[config.mk]
export PLATFORM = sky130hd
export DESIGN_NAME = aodf_output_formatter
export DESIGN_NICKNAME = d
export VERILOG_FILES = /design/src/aodf_pair_buffer.v /design/src/aodf_output_formatter.v
export VERILOG_INCLUDE_DIRS = /design/src /design/src/src
export SDC_FILE = /design/constraint.sdc
export NUM_CORES = 1
export LEC_CHECK = 0
export BUFFER_PORTS_ARGS = -buffer_cell sky130_fd_sc_hd__buf_2
export CELL_PAD_IN_SITES_DETAIL_PLACEMENT = 1
export CELL_PAD_IN_SITES_GLOBAL_PLACEMENT = 1
export CORE_ASPECT_RATIO = 0.75
export CORE_MARGIN = 1.5
export CORE_UTILIZATION = 45
export CTS_CLUSTER_SIZE = 14
export DETAILED_ROUTE_END_ITERATION = 16
export PLACE_DENSITY_LB_ADDON = 0.1
export SLEW_MARGIN = 10
export SYNTH_ARGS = -nofsm -noshare
export SYNTH_HDL_FRONTEND = slang
export SYNTH_SLANG_ARGS = --single-unit
export TNS_END_PERCENT = 10
[constraint.sdc]
create_clock -name clk -period 3.7 [get_ports clk]
set_clock_uncertainty 0.05 [all_clocks]
set_input_delay 0.37 -clock clk [delete_from_list [all_inputs] [get_ports clk]]
set_output_delay 0.37 -clock clk [all_outputs]
set_load 0.01 [all_outputs]
[src/aodf_regs.vh]
// Constants for the converter output demultiplexer and formatter
`ifndef AODF_REGS_VH
`define AODF_REGS_VH

// Width of one converter code
`define AODF_CODE_W 8
// Position of the code sign bit, inverted for offset binary
`define AODF_CODE_MSB 7
// Number of converter channels
`define AODF_CHANNELS 2
// Buffer word: {edge parity, q code, i code}
`define AODF_WORD_W 17
`define AODF_WORD_PARITY 16
// Buffer depth and its pointer width
`define AODF_BUF_DEPTH 2
`define AODF_PTR_W 1
`define AODF_CNT_W 2
// Width of the pin synchroniser: edge, ddr, shutdown x2, ready, q, i
`define AODF_PIN_W 21
// Falling sample clock edges needed before the block is armed
`define AODF_ARM_EDGES 3'h2
`define AODF_ARM_W 3
// Word pairs discarded after a channel wakes up
`define AODF_FLUSH_PAIRS 3'h4
`define AODF_FLUSH_W 3

`endif

[src/aodf_pair_buffer.v]
// Two-entry valid/ready buffer between capture and output stage
`timescale 1ns/100ps
`include "aodf_regs.vh"

module aodf_pair_buffer
(
  input wire clk,
  input wire reset,
  input wire in_valid,
  output wire in_ready,
  input wire [`AODF_WORD_W-1:0] in_data,
  output wire out_valid,
  input wire out_ready,
  output wire [`AODF_WORD_W-1:0] out_data
);

  localparam WIDTH = `AODF_WORD_W;
  // Sized to the occupancy counter so the full test compares like widths
  localparam [`AODF_CNT_W-1:0] DEPTH = `AODF_BUF_DEPTH;

  reg [WIDTH-1:0] store [0:DEPTH-1];
  reg [`AODF_PTR_W-1:0] wr_ptr;
  reg [`AODF_PTR_W-1:0] rd_ptr;
  reg [`AODF_CNT_W-1:0] count;
  wire push;
  wire pop;

  // Honest full and empty flags
  assign in_ready = (count != DEPTH);
  assign out_valid = (count != {`AODF_CNT_W{1'b0}});
  assign out_data = store[rd_ptr];
  assign push = in_valid & in_ready;
  assign pop = out_valid & out_ready;

  ////////////////////////////////////////////////////////////////////////
  // Pointer and occupancy bookkeeping
  always @(posedge clk or posedge reset)
  begin
    if (reset)
    begin
      wr_ptr <= {`AODF_PTR_W{1'b0}};
      rd_ptr <= {`AODF_PTR_W{1'b0}};
      count <= {`AODF_CNT_W{1'b0}};
    end
    else
    begin
      if (push)
        wr_ptr <= wr_ptr + 1'b1;
      if (pop)
        rd_ptr <= rd_ptr + 1'b1;
      if (push & ~pop)
        count <= count + 1'b1;
      else if (pop & ~push)
        count <= count - 1'b1;
    end
  end

  // Storage needs no reset; nothing reads an empty slot
  always @(posedge clk)
  begin
    if (push)
      store[wr_ptr] <= in_data;
  end

endmodule // aodf_pair_buffer

[src/aodf_output_formatter.v]
// Output demultiplexer, offset-binary formatter and forwarded clock
//
// Notes on behaviour
// - Words started on odd falling sample edges go to the odd bus, even ones to the even bus.
// - Each bus carries half the sample rate and the receiver merges both buses of a channel.
// - One forwarded clock serves as latch reference for all four buses.
// - In single-edge mode the edge select picks which clock edge the data changes on.
// - In double-data-rate mode a word is presented on every clock edge at a quarter rate.
// - Codes are offset binary, so zero input toggles between 127 and 128.
// - State is reset asynchronously without clock edges; only capture waits for two falling sample clock edges.
// - Edge select high changes data on the rising clock edge, low on the falling edge.
// - A shut-down channel floats its buses and flushes stale pipeline words on wake-up.
`timescale 1ns/100ps
`include "aodf_regs.vh"

module aodf_output_formatter
(
  input wire clk,
  input wire reset,
  input wire sample_clock,
  input wire [`AODF_CODE_W-1:0] code_i,
  input wire [`AODF_CODE_W-1:0] code_q,
  input wire output_edge_select,
  input wire ddr_select,
  input wire shutdown_input_i,
  input wire shutdown_input_q,
  input wire receiver_ready,
  output wire capture_ready,
  output wire [`AODF_CODE_W-1:0] bus_odd_i,
  output wire [`AODF_CODE_W-1:0] bus_even_i,
  output wire [`AODF_CODE_W-1:0] bus_odd_q,
  output wire [`AODF_CODE_W-1:0] bus_even_q,
  output wire bus_i_oe_n,
  output wire bus_q_oe_n,
  output reg forwarded_output_clock
);

  ////////////////////////////////////////////////////////////////////////
  // Offset binary: flip the sign bit of a two's complement code
  function [`AODF_CODE_W-1:0] offset_binary;
    input [`AODF_CODE_W-1:0] code;
    begin
      offset_binary = {~code[`AODF_CODE_MSB], code[`AODF_CODE_MSB-1:0]};
    end
  endfunction

  ////////////////////////////////////////////////////////////////////////
  // Synchronisers for every pin from outside this clock
  reg [`AODF_PIN_W-1:0] pin_meta;
  reg [`AODF_PIN_W-1:0] pin_sync;
  reg clk_meta;
  reg clk_sync;
  reg clk_last;
  wire [`AODF_PIN_W-1:0] pin_raw;
  wire edge_sel;
  wire ddr_mode;
  wire [`AODF_CHANNELS-1:0] shutdown;
  wire rx_ready;
  wire [`AODF_CODE_W-1:0] sync_q;
  wire [`AODF_CODE_W-1:0] sync_i;
  wire fall_edge;

  assign pin_raw = {output_edge_select, ddr_select, shutdown_input_q,
                    shutdown_input_i, receiver_ready, code_q, code_i};
  assign {edge_sel, ddr_mode, shutdown, rx_ready, sync_q, sync_i} = pin_sync;

  // Codes are synced bitwise; they must hold steady around the
  // falling edge, which a slow sample clock guarantees
  always @(posedge clk or posedge reset)
  begin
    if (reset)
    begin
      pin_meta <= {`AODF_PIN_W{1'b0}};
      pin_sync <= {`AODF_PIN_W{1'b0}};
      clk_meta <= 1'b0;
      clk_sync <= 1'b0;
      clk_last <= 1'b0;
    end
    else
    begin
      pin_meta <= pin_raw;
      pin_sync <= pin_meta;
      clk_meta <= sample_clock;
      clk_sync <= clk_meta;
      clk_last <= clk_sync;
    end
  end

  // Falling sample clock edge seen only behind the second flop
  assign fall_edge = clk_last & ~clk_sync;

  ////////////////////////////////////////////////////////////////////////
  // Arming: nothing is captured until the sample clock has run
  reg [`AODF_ARM_W-1:0] arm_count;
  wire armed;

  assign armed = (arm_count == `AODF_ARM_EDGES);

  always @(posedge clk or posedge reset)
  begin
    if (reset)
      arm_count <= {`AODF_ARM_W{1'b0}};
    else if (fall_edge & ~armed)
      arm_count <= arm_count + 1'b1;
  end

  ////////////////////////////////////////////////////////////////////////
  // Capture: tag each falling edge as odd or even, format, buffer
  reg edge_parity;
  reg pair_open;
  wire cap_valid;
  wire [`AODF_WORD_W-1:0] cap_word;
  wire buf_valid;
  wire buf_ready;
  wire [`AODF_WORD_W-1:0] buf_word;

  // First edge after arming counts as odd
  always @(posedge clk or posedge reset)
  begin
    if (reset)
    begin
      edge_parity <= 1'b1;
      pair_open <= 1'b0;
    end
    else if (fall_edge & armed)
    begin
      edge_parity <= ~edge_parity;
      pair_open <= edge_parity & capture_ready;
    end
  end

  // An even word whose odd partner was refused would pair with a stale
  // odd word further down, so that even word is skipped as well
  assign cap_valid = fall_edge & armed & (edge_parity | pair_open);
  assign cap_word = {edge_parity, offset_binary(sync_q),
                     offset_binary(sync_i)};

  // A full buffer drops the new sample; capture_ready shows it
  aodf_pair_buffer u_buffer
  (
    .clk(clk),
    .reset(reset),
    .in_valid(cap_valid),
    .in_ready(capture_ready),
    .in_data(cap_word),
    .out_valid(buf_valid),
    .out_ready(buf_ready),
    .out_data(buf_word)
  );

  ////////////////////////////////////////////////////////////////////////
  // Pairing: hold the odd word, release both on the even word
  reg [`AODF_WORD_W-2:0] held_odd;
  reg held_valid;
  wire pop;
  wire pop_odd;
  wire pair_update;

  // Receiver stall backs up the buffer instead of losing words
  assign buf_ready = rx_ready;
  assign pop = buf_valid & buf_ready;
  assign pop_odd = pop & buf_word[`AODF_WORD_PARITY];
  // An even word with no odd partner is discarded to keep pairing
  assign pair_update = pop & ~buf_word[`AODF_WORD_PARITY] & held_valid;

  always @(posedge clk or posedge reset)
  begin
    if (reset)
    begin
      held_odd <= {(`AODF_WORD_W-1){1'b0}};
      held_valid <= 1'b0;
    end
    else if (pop_odd)
    begin
      held_odd <= buf_word[`AODF_WORD_W-2:0];
      held_valid <= 1'b1;
    end
    else if (pop)
      held_valid <= 1'b0;
  end

  ////////////////////////////////////////////////////////////////////////
  // Forwarded clock, one for all buses
  // Single edge: the update edge follows edge_sel, the return edge
  // comes with the next odd word, so the clock runs at half word rate
  // Edge select and mode act as straps: change them just after a pair
  // update, or one pair may go out without a clock edge
  always @(posedge clk or posedge reset)
  begin
    if (reset)
      forwarded_output_clock <= 1'b0;
    else if (ddr_mode)
    begin
      if (pair_update)
        forwarded_output_clock <= ~forwarded_output_clock;
    end
    else if (pair_update)
      forwarded_output_clock <= edge_sel;
    else if (pop_odd)
      forwarded_output_clock <= ~edge_sel;
  end

  ////////////////////////////////////////////////////////////////////////
  // Per-channel buses, shutdown and wake-up flush
  wire [`AODF_CHANNELS*`AODF_CODE_W-1:0] odd_flat;
  wire [`AODF_CHANNELS*`AODF_CODE_W-1:0] even_flat;
  wire [`AODF_CHANNELS*`AODF_CODE_W-1:0] even_src;

  assign even_src = buf_word[`AODF_WORD_W-2:0];

  genvar ch;
  generate
    for (ch = 0; ch < `AODF_CHANNELS; ch = ch + 1)
    begin : g_chan
      reg [`AODF_CODE_W-1:0] odd_bus;
      reg [`AODF_CODE_W-1:0] even_bus;
      reg [`AODF_FLUSH_W-1:0] flush;

      // Words from before a shutdown are stale; skip a few pairs
      always @(posedge clk or posedge reset)
      begin
        if (reset)
        begin
          odd_bus <= {`AODF_CODE_W{1'b0}};
          even_bus <= {`AODF_CODE_W{1'b0}};
          flush <= {`AODF_FLUSH_W{1'b0}};
        end
        else if (shutdown[ch])
        begin
          odd_bus <= {`AODF_CODE_W{1'b0}};
          even_bus <= {`AODF_CODE_W{1'b0}};
          flush <= `AODF_FLUSH_PAIRS;
        end
        else if (pair_update)
        begin
          if (flush != {`AODF_FLUSH_W{1'b0}})
            flush <= flush - 1'b1;
          else
          begin
            // Both halves change on the same clock event
            odd_bus <= held_odd[ch*`AODF_CODE_W +: `AODF_CODE_W];
            even_bus <= even_src[ch*`AODF_CODE_W +: `AODF_CODE_W];
          end
        end
      end

      assign odd_flat[ch*`AODF_CODE_W +: `AODF_CODE_W] = odd_bus;
      assign even_flat[ch*`AODF_CODE_W +: `AODF_CODE_W] = even_bus;
    end
  endgenerate

  assign bus_odd_i = odd_flat[`AODF_CODE_W-1:0];
  assign bus_even_i = even_flat[`AODF_CODE_W-1:0];
  assign bus_odd_q = odd_flat[`AODF_CHANNELS*`AODF_CODE_W-1:`AODF_CODE_W];
  assign bus_even_q = even_flat[`AODF_CHANNELS*`AODF_CODE_W-1:`AODF_CODE_W];
  // Enables are low while driving; shutdown floats the channel
  assign bus_i_oe_n = shutdown[0];
  assign bus_q_oe_n = shutdown[1];

endmodule // aodf_output_formatter

# Yosys cells after proc, flatten, opt, wreduce, memory -nomap -nowiden
# Memory sizes are Yosys's and may differ from the RTL's.
# Cells that the tools add are included.
totals:
  out_inout_bits: 36
  mem_bits_rw: 34
  mem_count: 1
  ff_bits: 110
op_classes:
  reduce_logical: 15
  n_eq_ne: 5
  n_mux: 28
  bitwise: 23
  add_sub_neg: 7
memory_table:
  columns: ["name", "depth", "word_bits", "rd", "rd_clocked_by_memory_dff", "wr", "line", "rtl"]
  rows:
  - ["u_buffer.store", 2, 17, 1, 0, 1, "aodf_pair_buffer.v:21", "reg [WIDTH-1:0] store [0:DEPTH-1];"]
op_table:
  columns: ["cell", "count"]
  rows:
  - ["$mux W8", 12]
  - ["$mux W3", 6]
  - ["$reduce_bool A2 Y1", 8]
  - ["$and A1 B1 Y1", 12]
  - ["$not A1 Y1", 10]
  - ["$reduce_and A2 Y1", 5]
  - ["$mux W1", 8]
  - ["$ne A2 B2 Y1 const B", 3]
  - ["$reduce_bool A3 Y1", 2]
  - ["$sub A3 B1 Y3 const B", 2]
  - ["$mux W2", 2]
  - ["$add A3 B1 Y3 const B", 1]
  - ["$eq A3 B2 Y1 const B", 1]
  - ["$add A1 B1 Y1 const B", 2]
  - ["$add A2 B1 Y2 const B", 1]
  - ["$ne A2 B1 Y1 const B", 1]
  - ["$sub A2 B1 Y2 const B", 1]
  - ["$or A1 B1 Y1", 1]

# Depth between registers and ports, before layout
# Gate-level depths: netlist of the first run.
logic_depth:
  word_depth: 9
  depth_mapped: 8
  mapped_depth_nobuf: 8

# Modules after synthesis
# From an unflattened synthesis of the first run, not the netlist that was laid out.
unflattened:
  cells_unflattened: 374
  area_unflattened_um2: 5322.6
by_module_without_submodules:
  columns: ["mod", "area_each_um2", "cells_each", "seq_area_each_um2", "instances"]
  rows:
  - ["aodf_output_formatter", 3844.9, 302, 2653.8, 1]
  - ["aodf_pair_buffer", 1477.7, 72, 1121.1, 1]

# Worst setup path after synthesis of the first run
# No wires, ideal clock.
synth_path:
  path_type: "flip-flop to flip-flop"
  start: "reg arm_count[0]"
  end: "mem u_buffer.store[0][0] (netlist name) (enable)"
  slack_ns: 1.193
  period_less_slack_ns: 2.507
  stages_incl_launch_ff: 5
  arrival_ns: 2.045
  t_required_ns: 3.238
  path_cell_list: "dfrtp_1 > inv_1 > ha_1 > nand3b_1 > nor3_1"
synth_between:
  elab_chain_len: 6
synth_lines:
  columns: ["item", "line", "rtl"]
  rows:
  - ["from (decl)", "aodf_output_formatter.v:94", "reg [`AODF_ARM_W-1:0] arm_count;"]
  - ["from (signal assigned)", "aodf_output_formatter.v:102", "arm_count <= {`AODF_ARM_W{1'b0}};"]
  - ["from (signal assigned)", "aodf_output_formatter.v:104", "arm_count <= arm_count + 1'b1;"]
  - ["$eq A3 B2 Y1 (no source line)", null, null]
  - ["$and A1 B1 Y1 (2 in series)", "aodf_output_formatter.v:134", "assign cap_valid = fall_edge & armed & (edge_parity | pair_open);"]
  - ["$and A1 B1 Y1", "aodf_pair_buffer.v:32", "assign push = in_valid & in_ready;"]
  - ["$mux W1", "aodf_pair_buffer.v:61", "if (push)"]
  - ["$mux W1 (implied by the code)", "aodf_pair_buffer.v:62", "store[wr_ptr] <= in_data;"]
  - ["to (decl)", "aodf_pair_buffer.v:21", null]
# No other way between the ends.

# Final worst setup path of the first run
layout_path:
  start: "reg u_buffer.rd_ptr"
  end: "reg g_chan[1].even_bus[6], in the netlist bus_even_q[6]"
layout_between:
  elab_chain_len: 6
  word_cells_on_any_way: 9
  cone_classes: "3 x mux; 3 x bitwise; 2 x reduce/logical; 1 x memory"
layout_lines:
  columns: ["item", "line", "rtl"]
  rows:
  - ["from (decl)", "aodf_pair_buffer.v:23", "reg [`AODF_PTR_W-1:0] rd_ptr;"]
  - ["from (signal assigned)", "aodf_pair_buffer.v:42", "rd_ptr <= {`AODF_PTR_W{1'b0}};"]
  - ["from (signal assigned)", "aodf_pair_buffer.v:50", "rd_ptr <= rd_ptr + 1'b1;"]
  - ["$mem_v2 Z2 W17 *", null, null]
  - ["$not A1 Y1", "aodf_output_formatter.v:164", "assign pair_update = pop & ~buf_word[`AODF_WORD_PARITY] & held_valid;"]
  - ["$and A1 B1 Y1 (2 in series)", "aodf_output_formatter.v:164", null]
  - ["$reduce_bool A2 Y1 (no source line)", null, null]
  - ["$reduce_and A2 Y1 (no source line)", null, null]
  - ["to (signal assigned)", "aodf_output_formatter.v:225", "even_bus <= {`AODF_CODE_W{1'b0}};"]
  - ["to (signal assigned)", "aodf_output_formatter.v:231", "even_bus <= {`AODF_CODE_W{1'b0}};"]
  - ["to (signal assigned)", "aodf_output_formatter.v:242", "even_bus <= even_src[ch*`AODF_CODE_W +: `AODF_CODE_W];"]
  - ["to (decl)", "aodf_output_formatter.v:216", "reg [`AODF_CODE_W-1:0] even_bus;"]
# Mark *: on every way between the ends. The rest lies on a longest branch, timed or not. The select of a mux whose other input is x is not followed.
# A chain may end at the register's enable or synchronous reset.

==> impl_metrics.env, run 1 <==
export IMPL_outcome="complete, no violations"
export IMPL_grt_util_all_layers=0.189
export IMPL_static_leakage_power_nw=2.81
export IMPL_synth_distinct_cells=35
export IMPL_drt_iter0_markers=96
export IMPL_ys_flop_type="sky130_fd_sc_hd__dfrtp_1"
export IMPL_startpoint="u_buffer.rd_ptr"
export IMPL_hpwlAfterDp_mm=6.42
export IMPL_crit_path_start_kind="register"
export IMPL_maxCapViolCount=0
export IMPL_grt_first_pass_wirelength_mm=16.8
export IMPL_critical_path_endpoint="bus_even_q[6]"
export IMPL_layout_cells_most_common="sky130_fd_sc_hd__dfrtp_1"
export IMPL_final_antenna_net_count=0
export IMPL_synth_area_per_cell_um2=15.0
export IMPL_worst_ep_required_time_ns=3.95
export IMPL_worstReg2RegEnd="bus_even_q[6]"
export IMPL_cts_root_buffer="sky130_fd_sc_hd__clkbuf_16"
export IMPL_maximum_number_of_pins_on_one_net_before_global_route_repair=67
export IMPL_ys_seq_elements=144
export IMPL_final_hold_viol_count=0
export IMPL_synth_enable_flop_cells=34
export IMPL_io_pins=60
export IMPL_final_cell_mix="sky130_fd_sc_hd__dfrtp_1, sky130_fd_sc_hd__buf_2, sky130_fd_sc_hd__nor2_1"
export IMPL_detailroute_via_count=2930
export IMPL_synth_yosys_seq_area_share=0.733
export IMPL_timing_setup_critical_path_class="reg2reg"
export IMPL_design_final_nets=463
export IMPL_finish_utilization=0.578
export IMPL_fmax_mhz=408
export IMPL_cp_arrival_ns=2.70
export IMPL_vdd_ir_drop_worst_v=0.000341
export IMPL_worst_r2r_startpoint="u_buffer.rd_ptr"
export IMPL_worst_hold_path_type="in2reg"
export IMPL_setup_tns_final_ns=0
export IMPL_portion_of_the_clock_cycle_consumed_by_the_worst_path_in_the_final_layout=0.662
export IMPL_initial_core_utilization=0.467
export IMPL_viasPerCell=5.01
export IMPL_setup_repair_after_global_routing_missed_its_margin="no"
export IMPL_cts_inserted_buffers=17
export IMPL_drt_total_wl_mm=10.0
export IMPL_grt_overflow_total=0
export IMPL_ctsResizeCount=0
export IMPL_post_detailed_route_drc_marker_count=0
export IMPL_post_cts_buffers=0
export IMPL_tritoncts="yes"
export IMPL_least_margin_pin_slew_ns=1.06
export IMPL_post_route_min_period_ns=2.45
export IMPL_final_cell_count_no_fill=585
export IMPL_floorplan_die_height_um=95.6
export IMPL_synth_fp_nets=375
export IMPL_synth_warning_count=0
export IMPL_wl_cell_um=17.1
export IMPL_cts_hold_buffers_added=16
export IMPL_antenna_cells=0
export IMPL_cts_num_sinks=144
export IMPL_timing_max_transition_violations_final=0
export IMPL_die_width_um=126
export IMPL_timing_hold_ws_ns=0.0140
export IMPL_yosys_area_top_type_share=0.530
export IMPL_cts_htree_levels=4
export IMPL_placedCellCount=537
export IMPL_crit_path_max_fanout=22
export IMPL_core_area_um2=11000
export IMPL_syn_instance_count=344
export IMPL_clk_insertion_delay_late_ns=0.41
export IMPL_critPathCaptureType="register"
export IMPL_cts_buffer_depth=2
export IMPL_number_of_buffers_inserted_by_port_buffering=59
export IMPL_max_slew_margin=0.295
export IMPL_synthesized_area_um2=5150
export IMPL_detail_route_first_pass_iterations=4
export IMPL_rrSetupSlack_ns=1.25
export IMPL_design_die_area_um2=12100
export IMPL_r2r_cells=5
export IMPL_gpl_final_weighted_congestion=0.693
export IMPL_clock_pin_slew_on_the_worst_setup_and_hold_paths_ns=0.06
export IMPL_p_per_area_nw_per_um2=677
export IMPL_area_contributors_post_synth="sky130_fd_sc_hd__dfrtp_1, sky130_fd_sc_hd__edfxtp_1, sky130_fd_sc_hd__mux2i_1"
export IMPL_grt_pass1_vias=3254
export IMPL_final_setup_viol_count=0
export IMPL_yosysTopAreaCell="sky130_fd_sc_hd__dfrtp_1"
export IMPL_area_growth_synth_to_finish_pct=23.7
export IMPL_grt_antenna_before_repair=0
export IMPL_synth_async_sr_flop_share=0.764
export IMPL_num_rows=33
export IMPL_post_route_cells_drive_above_1_share=0.274
==> flip-flops by register name (all words and copies together), names as in the netlist <==
register,flops
bus_even_q,8
u_buffer.rd_ptr,1
clk_last,1
clk_meta,1
u_buffer.count,2
bus_even_i,8
clk_sync,1
bus_odd_i,8
held_valid,1
forwarded_output_clock,1
edge_parity,1
pair_open,1
u_buffer.wr_ptr,1
arm_count,3
held_odd,16
bus_odd_q,8
pin_meta,21
u_buffer.store,34
pin_sync,21
g_chan.flush,6
==> how the worst min path moves through the flow <==
stage / cells after the start / startpoint / slack, ns / endpoint
floorplan: 0 / clk_meta / 0.28 / clk_sync
global placement: 0 / pin_meta[9] / 0.28 / pin_sync[9]
detailed placement: 0 / pin_meta[15] / 0.29 / pin_sync[15]
CTS: 1 / shutdown_input_q / 0.0004 / pin_meta[18]
global route: 1 / code_i[4] / 0.003 / pin_meta[4]
finish: 1 / code_q[2] / 0.01 / pin_meta[10]
==> through the flow <==
step           instance area (um^2)  setup WS (ns)  total power, W
2_1_floorplan                  5150          0.379         0.00243
3_3_place_gp                   5610           1.32         0.00258
3_5_place_dp                   5610           1.27         0.00263
4_1_cts                        6370           1.19         0.00437
5_1_grt                        6370           1.08         0.00453
6_report                       6370           1.25         0.00431
==> worst max-delay path, cell delays in order (launching register included) <==
cell and delay, ns:
sky130_fd_sc_hd__dfrtp_1 0.32, sky130_fd_sc_hd__buf_4 0.30, sky130_fd_sc_hd__mux2_4 0.39, sky130_fd_sc_hd__nor3b_4 0.88
sky130_fd_sc_hd__nor2_1 0.11, sky130_fd_sc_hd__a211oi_1 0.29
==> cell families (layout without fill, tap and decap cells) <==
group	count (synthesis)	count (layout)	synth area share
simple gates	77	77	0.0729
mux	35	35	0.0690
buf+inv	24	125	0.0228
fa+ha+maj	7	7	0.0170
flops	144	144	0.733
compound gates	47	47	0.0678
xor+xnor	10	10	0.0170
==> power breakdown <==
part           switching [W]  internal [W]  total, W
clock               0.000669       0.00104   0.00171
combinational       0.000364      0.000272  0.000636
sequential          0.000135       0.00183   0.00197
==> synth_stat cells, types with 2 or more instances <==
cell                       number
sky130_fd_sc_hd__buf_6          3
sky130_fd_sc_hd__xor2_1         3
sky130_fd_sc_hd__nor3_1         4
sky130_fd_sc_hd__a21boi_0       2
sky130_fd_sc_hd__buf_1          3
sky130_fd_sc_hd__mux2i_1       34
sky130_fd_sc_hd__dfrtp_1      109
sky130_fd_sc_hd__a21o_1         2
sky130_fd_sc_hd__a211oi_1       8
sky130_fd_sc_hd__nor2_1        48
sky130_fd_sc_hd__inv_1         10
sky130_fd_sc_hd__nor2b_1        7
sky130_fd_sc_hd__nor2_2         8
sky130_fd_sc_hd__ha_1           7
sky130_fd_sc_hd__clkbuf_1       6
sky130_fd_sc_hd__a211oi_2       8
sky130_fd_sc_hd__o21ai_0        5
sky130_fd_sc_hd__a21oi_1       16
sky130_fd_sc_hd__xnor2_1        7
sky130_fd_sc_hd__edfxtp_1      34
sky130_fd_sc_hd__a311o_1        2
sky130_fd_sc_hd__nand2_1        5
==> metal layers <==
layer | GRT usage | wire length [um] | part of all wire | vias to the layer above
met4 | 0.0920 | 168 | 0.017 | 0
met3 | 0.0421 | 329 | 0.033 | 16
met1 | 0.237 | 4710 | 0.47 | 1496
met2 | 0.316 | 4820 | 0.48 | 53
li1 | - | - | - | 1365
met5 | 0 | 0 | 0 | -
==> area by class of cell <==
cell class,count,area (um^2)
Clock inverter,13,146
Inverter,10,40.0
Timing Repair Buffer,83,515
Sequential cell,144,3770
Fill cell,1063,4660
Multi-Input combinational cell,176,1260
Clock buffer,19,453
Tap cell,140,175
Note: power is estimated with default switching activity, not from simulation.
==> inputs of run 2 (changes only) <==
- clock period: 3.7 -> 2.4 ns (I/O delays scaled with it)
==> run 2 against run 1 <==
Against the previous run:
- cell count is 1.5% higher
- critical path type unchanged
- non-clock buffer count is 9 higher
- worst setup slack worse by 0.86 ns
- die area stayed put
- design area is 2.0% higher
- fmax is 22% higher
- critical endpoint is now u_buffer.store[1][5]
- critical path depth is 1 higher
- register-to-register slack worse by 0.86 ns
- total power is 56% higher
==> impl_metrics.env, run 2 (synthesis results as in run 1) <==
export IMPL_vdd_ir_drop_worst_v=0.000513
export IMPL_post_route_min_period_ns=2.00
export IMPL_grt_util_all_layers=0.194
export IMPL_area_growth_synth_to_finish_pct=26.2
export IMPL_cellInternalPower_w=0.00488
export IMPL_filler_cell_count=1064
export IMPL_grt_antenna_before_repair=0
export IMPL_largest_register="u_buffer.store"
export IMPL_maxCapViolCount=0
export IMPL_setup_tns_final_ns=0
export IMPL_cts_buffer_depth=2
export IMPL_cp_arrival_ns=2.05
export IMPL_portion_of_the_clock_cycle_consumed_by_the_worst_path_in_the_final_layout=0.835
export IMPL_final_cell_count_no_fill=594
export IMPL_num_rows=33
export IMPL_wl_cell_um=17.3
export IMPL_p_per_area_nw_per_um2=1030
export IMPL_clk_insertion_delay_late_ns=0.41
export IMPL_antenna_cells=0
export IMPL_core_area_um2=11000
export IMPL_timing_setup_critical_path_class="reg2reg"
export IMPL_maximum_number_of_pins_on_one_net_before_global_route_repair=40
export IMPL_final_setup_viol_count=0
export IMPL_number_of_buffers_inserted_by_port_buffering=59
export IMPL_cell_family_with_the_largest_share_of_critical_path_delay="simple AND/OR/NAND/NOR gates"
export IMPL_drt_total_wl_mm=10.3
export IMPL_detail_route_first_pass_iterations=6
export IMPL_post_cts_buffers=0
export IMPL_io_pins=60
export IMPL_placedCellCount=539
export IMPL_crit_path_top_delay_cell="sky130_fd_sc_hd__dfrtp_1"
export IMPL_final_antenna_net_count=0
export IMPL_grt_first_pass_wirelength_mm=17.1
export IMPL_floorplan_die_height_um=95.6
export IMPL_cts_root_buffer="sky130_fd_sc_hd__clkbuf_16"
export IMPL_power_share_sequential=0.454
export IMPL_fmax_mhz=499
export IMPL_post_detailed_route_drc_marker_count=0
export IMPL_ctsResizeCount=0
export IMPL_cts_num_sinks=144
export IMPL_timing_max_transition_violations_final=0
export IMPL_initial_core_utilization=0.467
export IMPL_combinationalPowerShare=0.151
export IMPL_design_final_nets=472
export IMPL_worst_ep_required_time_ns=2.45
export IMPL_cts_inserted_buffers=17
export IMPL_worst_hold_path_type="reg2reg"
export IMPL_crit_path_max_fanout=17
export IMPL_layout_cells_most_common="sky130_fd_sc_hd__dfrtp_1"
export IMPL_die_width_um=126
export IMPL_hpwlAfterDp_mm=6.49
export IMPL_crit_path_start_kind="register"
export IMPL_post_place_ws_ns=0.432
export IMPL_critPathCaptureType="register"
export IMPL_power_switching_w=0.00184
export IMPL_static_leakage_power_nw=2.85
export IMPL_critPathBufInv=2
export IMPL_drt_iter0_markers=134
export IMPL_timing_hold_ws_ns=0.298
export IMPL_finish_utilization=0.589
export IMPL_final_hold_viol_count=0
export IMPL_design_die_area_um2=12100
export IMPL_critical_path_max_stage_delay_ns=0.41
export IMPL_number_of_flip_flops_under_the_largest_register_name=34
export IMPL_final_cell_mix="sky130_fd_sc_hd__dfrtp_1, sky130_fd_sc_hd__buf_2, sky130_fd_sc_hd__nor2_1"
export IMPL_cts_htree_levels=4
export IMPL_setup_repair_after_global_routing_missed_its_margin="no"
export IMPL_grt_pass1_vias=3166
export IMPL_post_route_cells_drive_above_1_share=0.269
export IMPL_max_slew_margin=0.469
export IMPL_finalWorstSetupSlack_ns=0.396
export IMPL_tritoncts="yes"
export IMPL_cts_hold_buffers_added=23
export IMPL_sw_frac_of_total=0.273
export IMPL_clock_pin_slew_on_the_worst_setup_and_hold_paths_ns=0.06
export IMPL_viasPerCell=5.01
export IMPL_least_margin_pin_slew_ns=0.795
export IMPL_share_clk_of_total_power=0.395
export IMPL_cell_chain_critical_path="inv_1 > ha_1 > nand3b_1 > nor2_1 > and2_1 > buf_4"
export IMPL_grt_overflow_total=0
export IMPL_outcome="complete, no violations"
export IMPL_detailroute_via_count=2976
export IMPL_gpl_final_weighted_congestion=0.760
export IMPL_largestRegisters="u_buffer.store (34), pin_meta (21), pin_sync (21)"
-- run 2: power groups by stage --
stage	clock network, W	registers, W	logic, W
floorplan	0	0.00302	0.000731
global placement	0	0.00307	0.000938
detailed placement	0	0.00309	0.000983
CTS	0.00271	0.00305	0.00103
global route	0.00282	0.00309	0.00115
finish	0.00265	0.00305	0.00102
-- run 2: per-layer routing --
layer  wire length (um)  vias to the layer above  share of wire  GRT usage
met1               4980                     1523           0.48      0.262
met4                145                        0          0.014     0.0833
met3                335                       11          0.033     0.0511
li1                   -                     1386              -          -
met2               4830                       56           0.47      0.300
met5                  0                        -              0          0
-- run 2: final cells by class --
type                       instances  area (um^2)  share of cell area
clock buffer                      20          458              0.0705
clock inverter                    12          145              0.0223
inverter                          10         41.3             0.00636
multi-input combinational        176         1260               0.194
sequential                       144         3770               0.581
tap                              140          175              0.0270
timing repair buffer              92          638              0.0982
-- run 2: worst paths after layout --
path	start	endpoint	slack (ns)	depth (start not counted)
max	arm_count[0]	u_buffer.store[1][5]	0.40	6
min	pin_meta[20]	pin_sync[20]	0.30	0
max reg2reg	arm_count[0]	u_buffer.store[1][5]	0.40	6
min reg2reg	pin_meta[20]	pin_sync[20]	0.30	0
max in group asynchronous	reset	forwarded_output_clock	1.16	4
min in group asynchronous	reset	pin_meta[14]	0.47	3
-- run 2: per-stage QoR --
stage | power, W | instance area, um^2
after floorplan | 0.00375 | 5150
after detailed placement | 0.00408 | 5660
after global placement | 0.00401 | 5660
after global routing | 0.00706 | 6490
final | 0.00672 | 6490
after CTS | 0.00680 | 6490
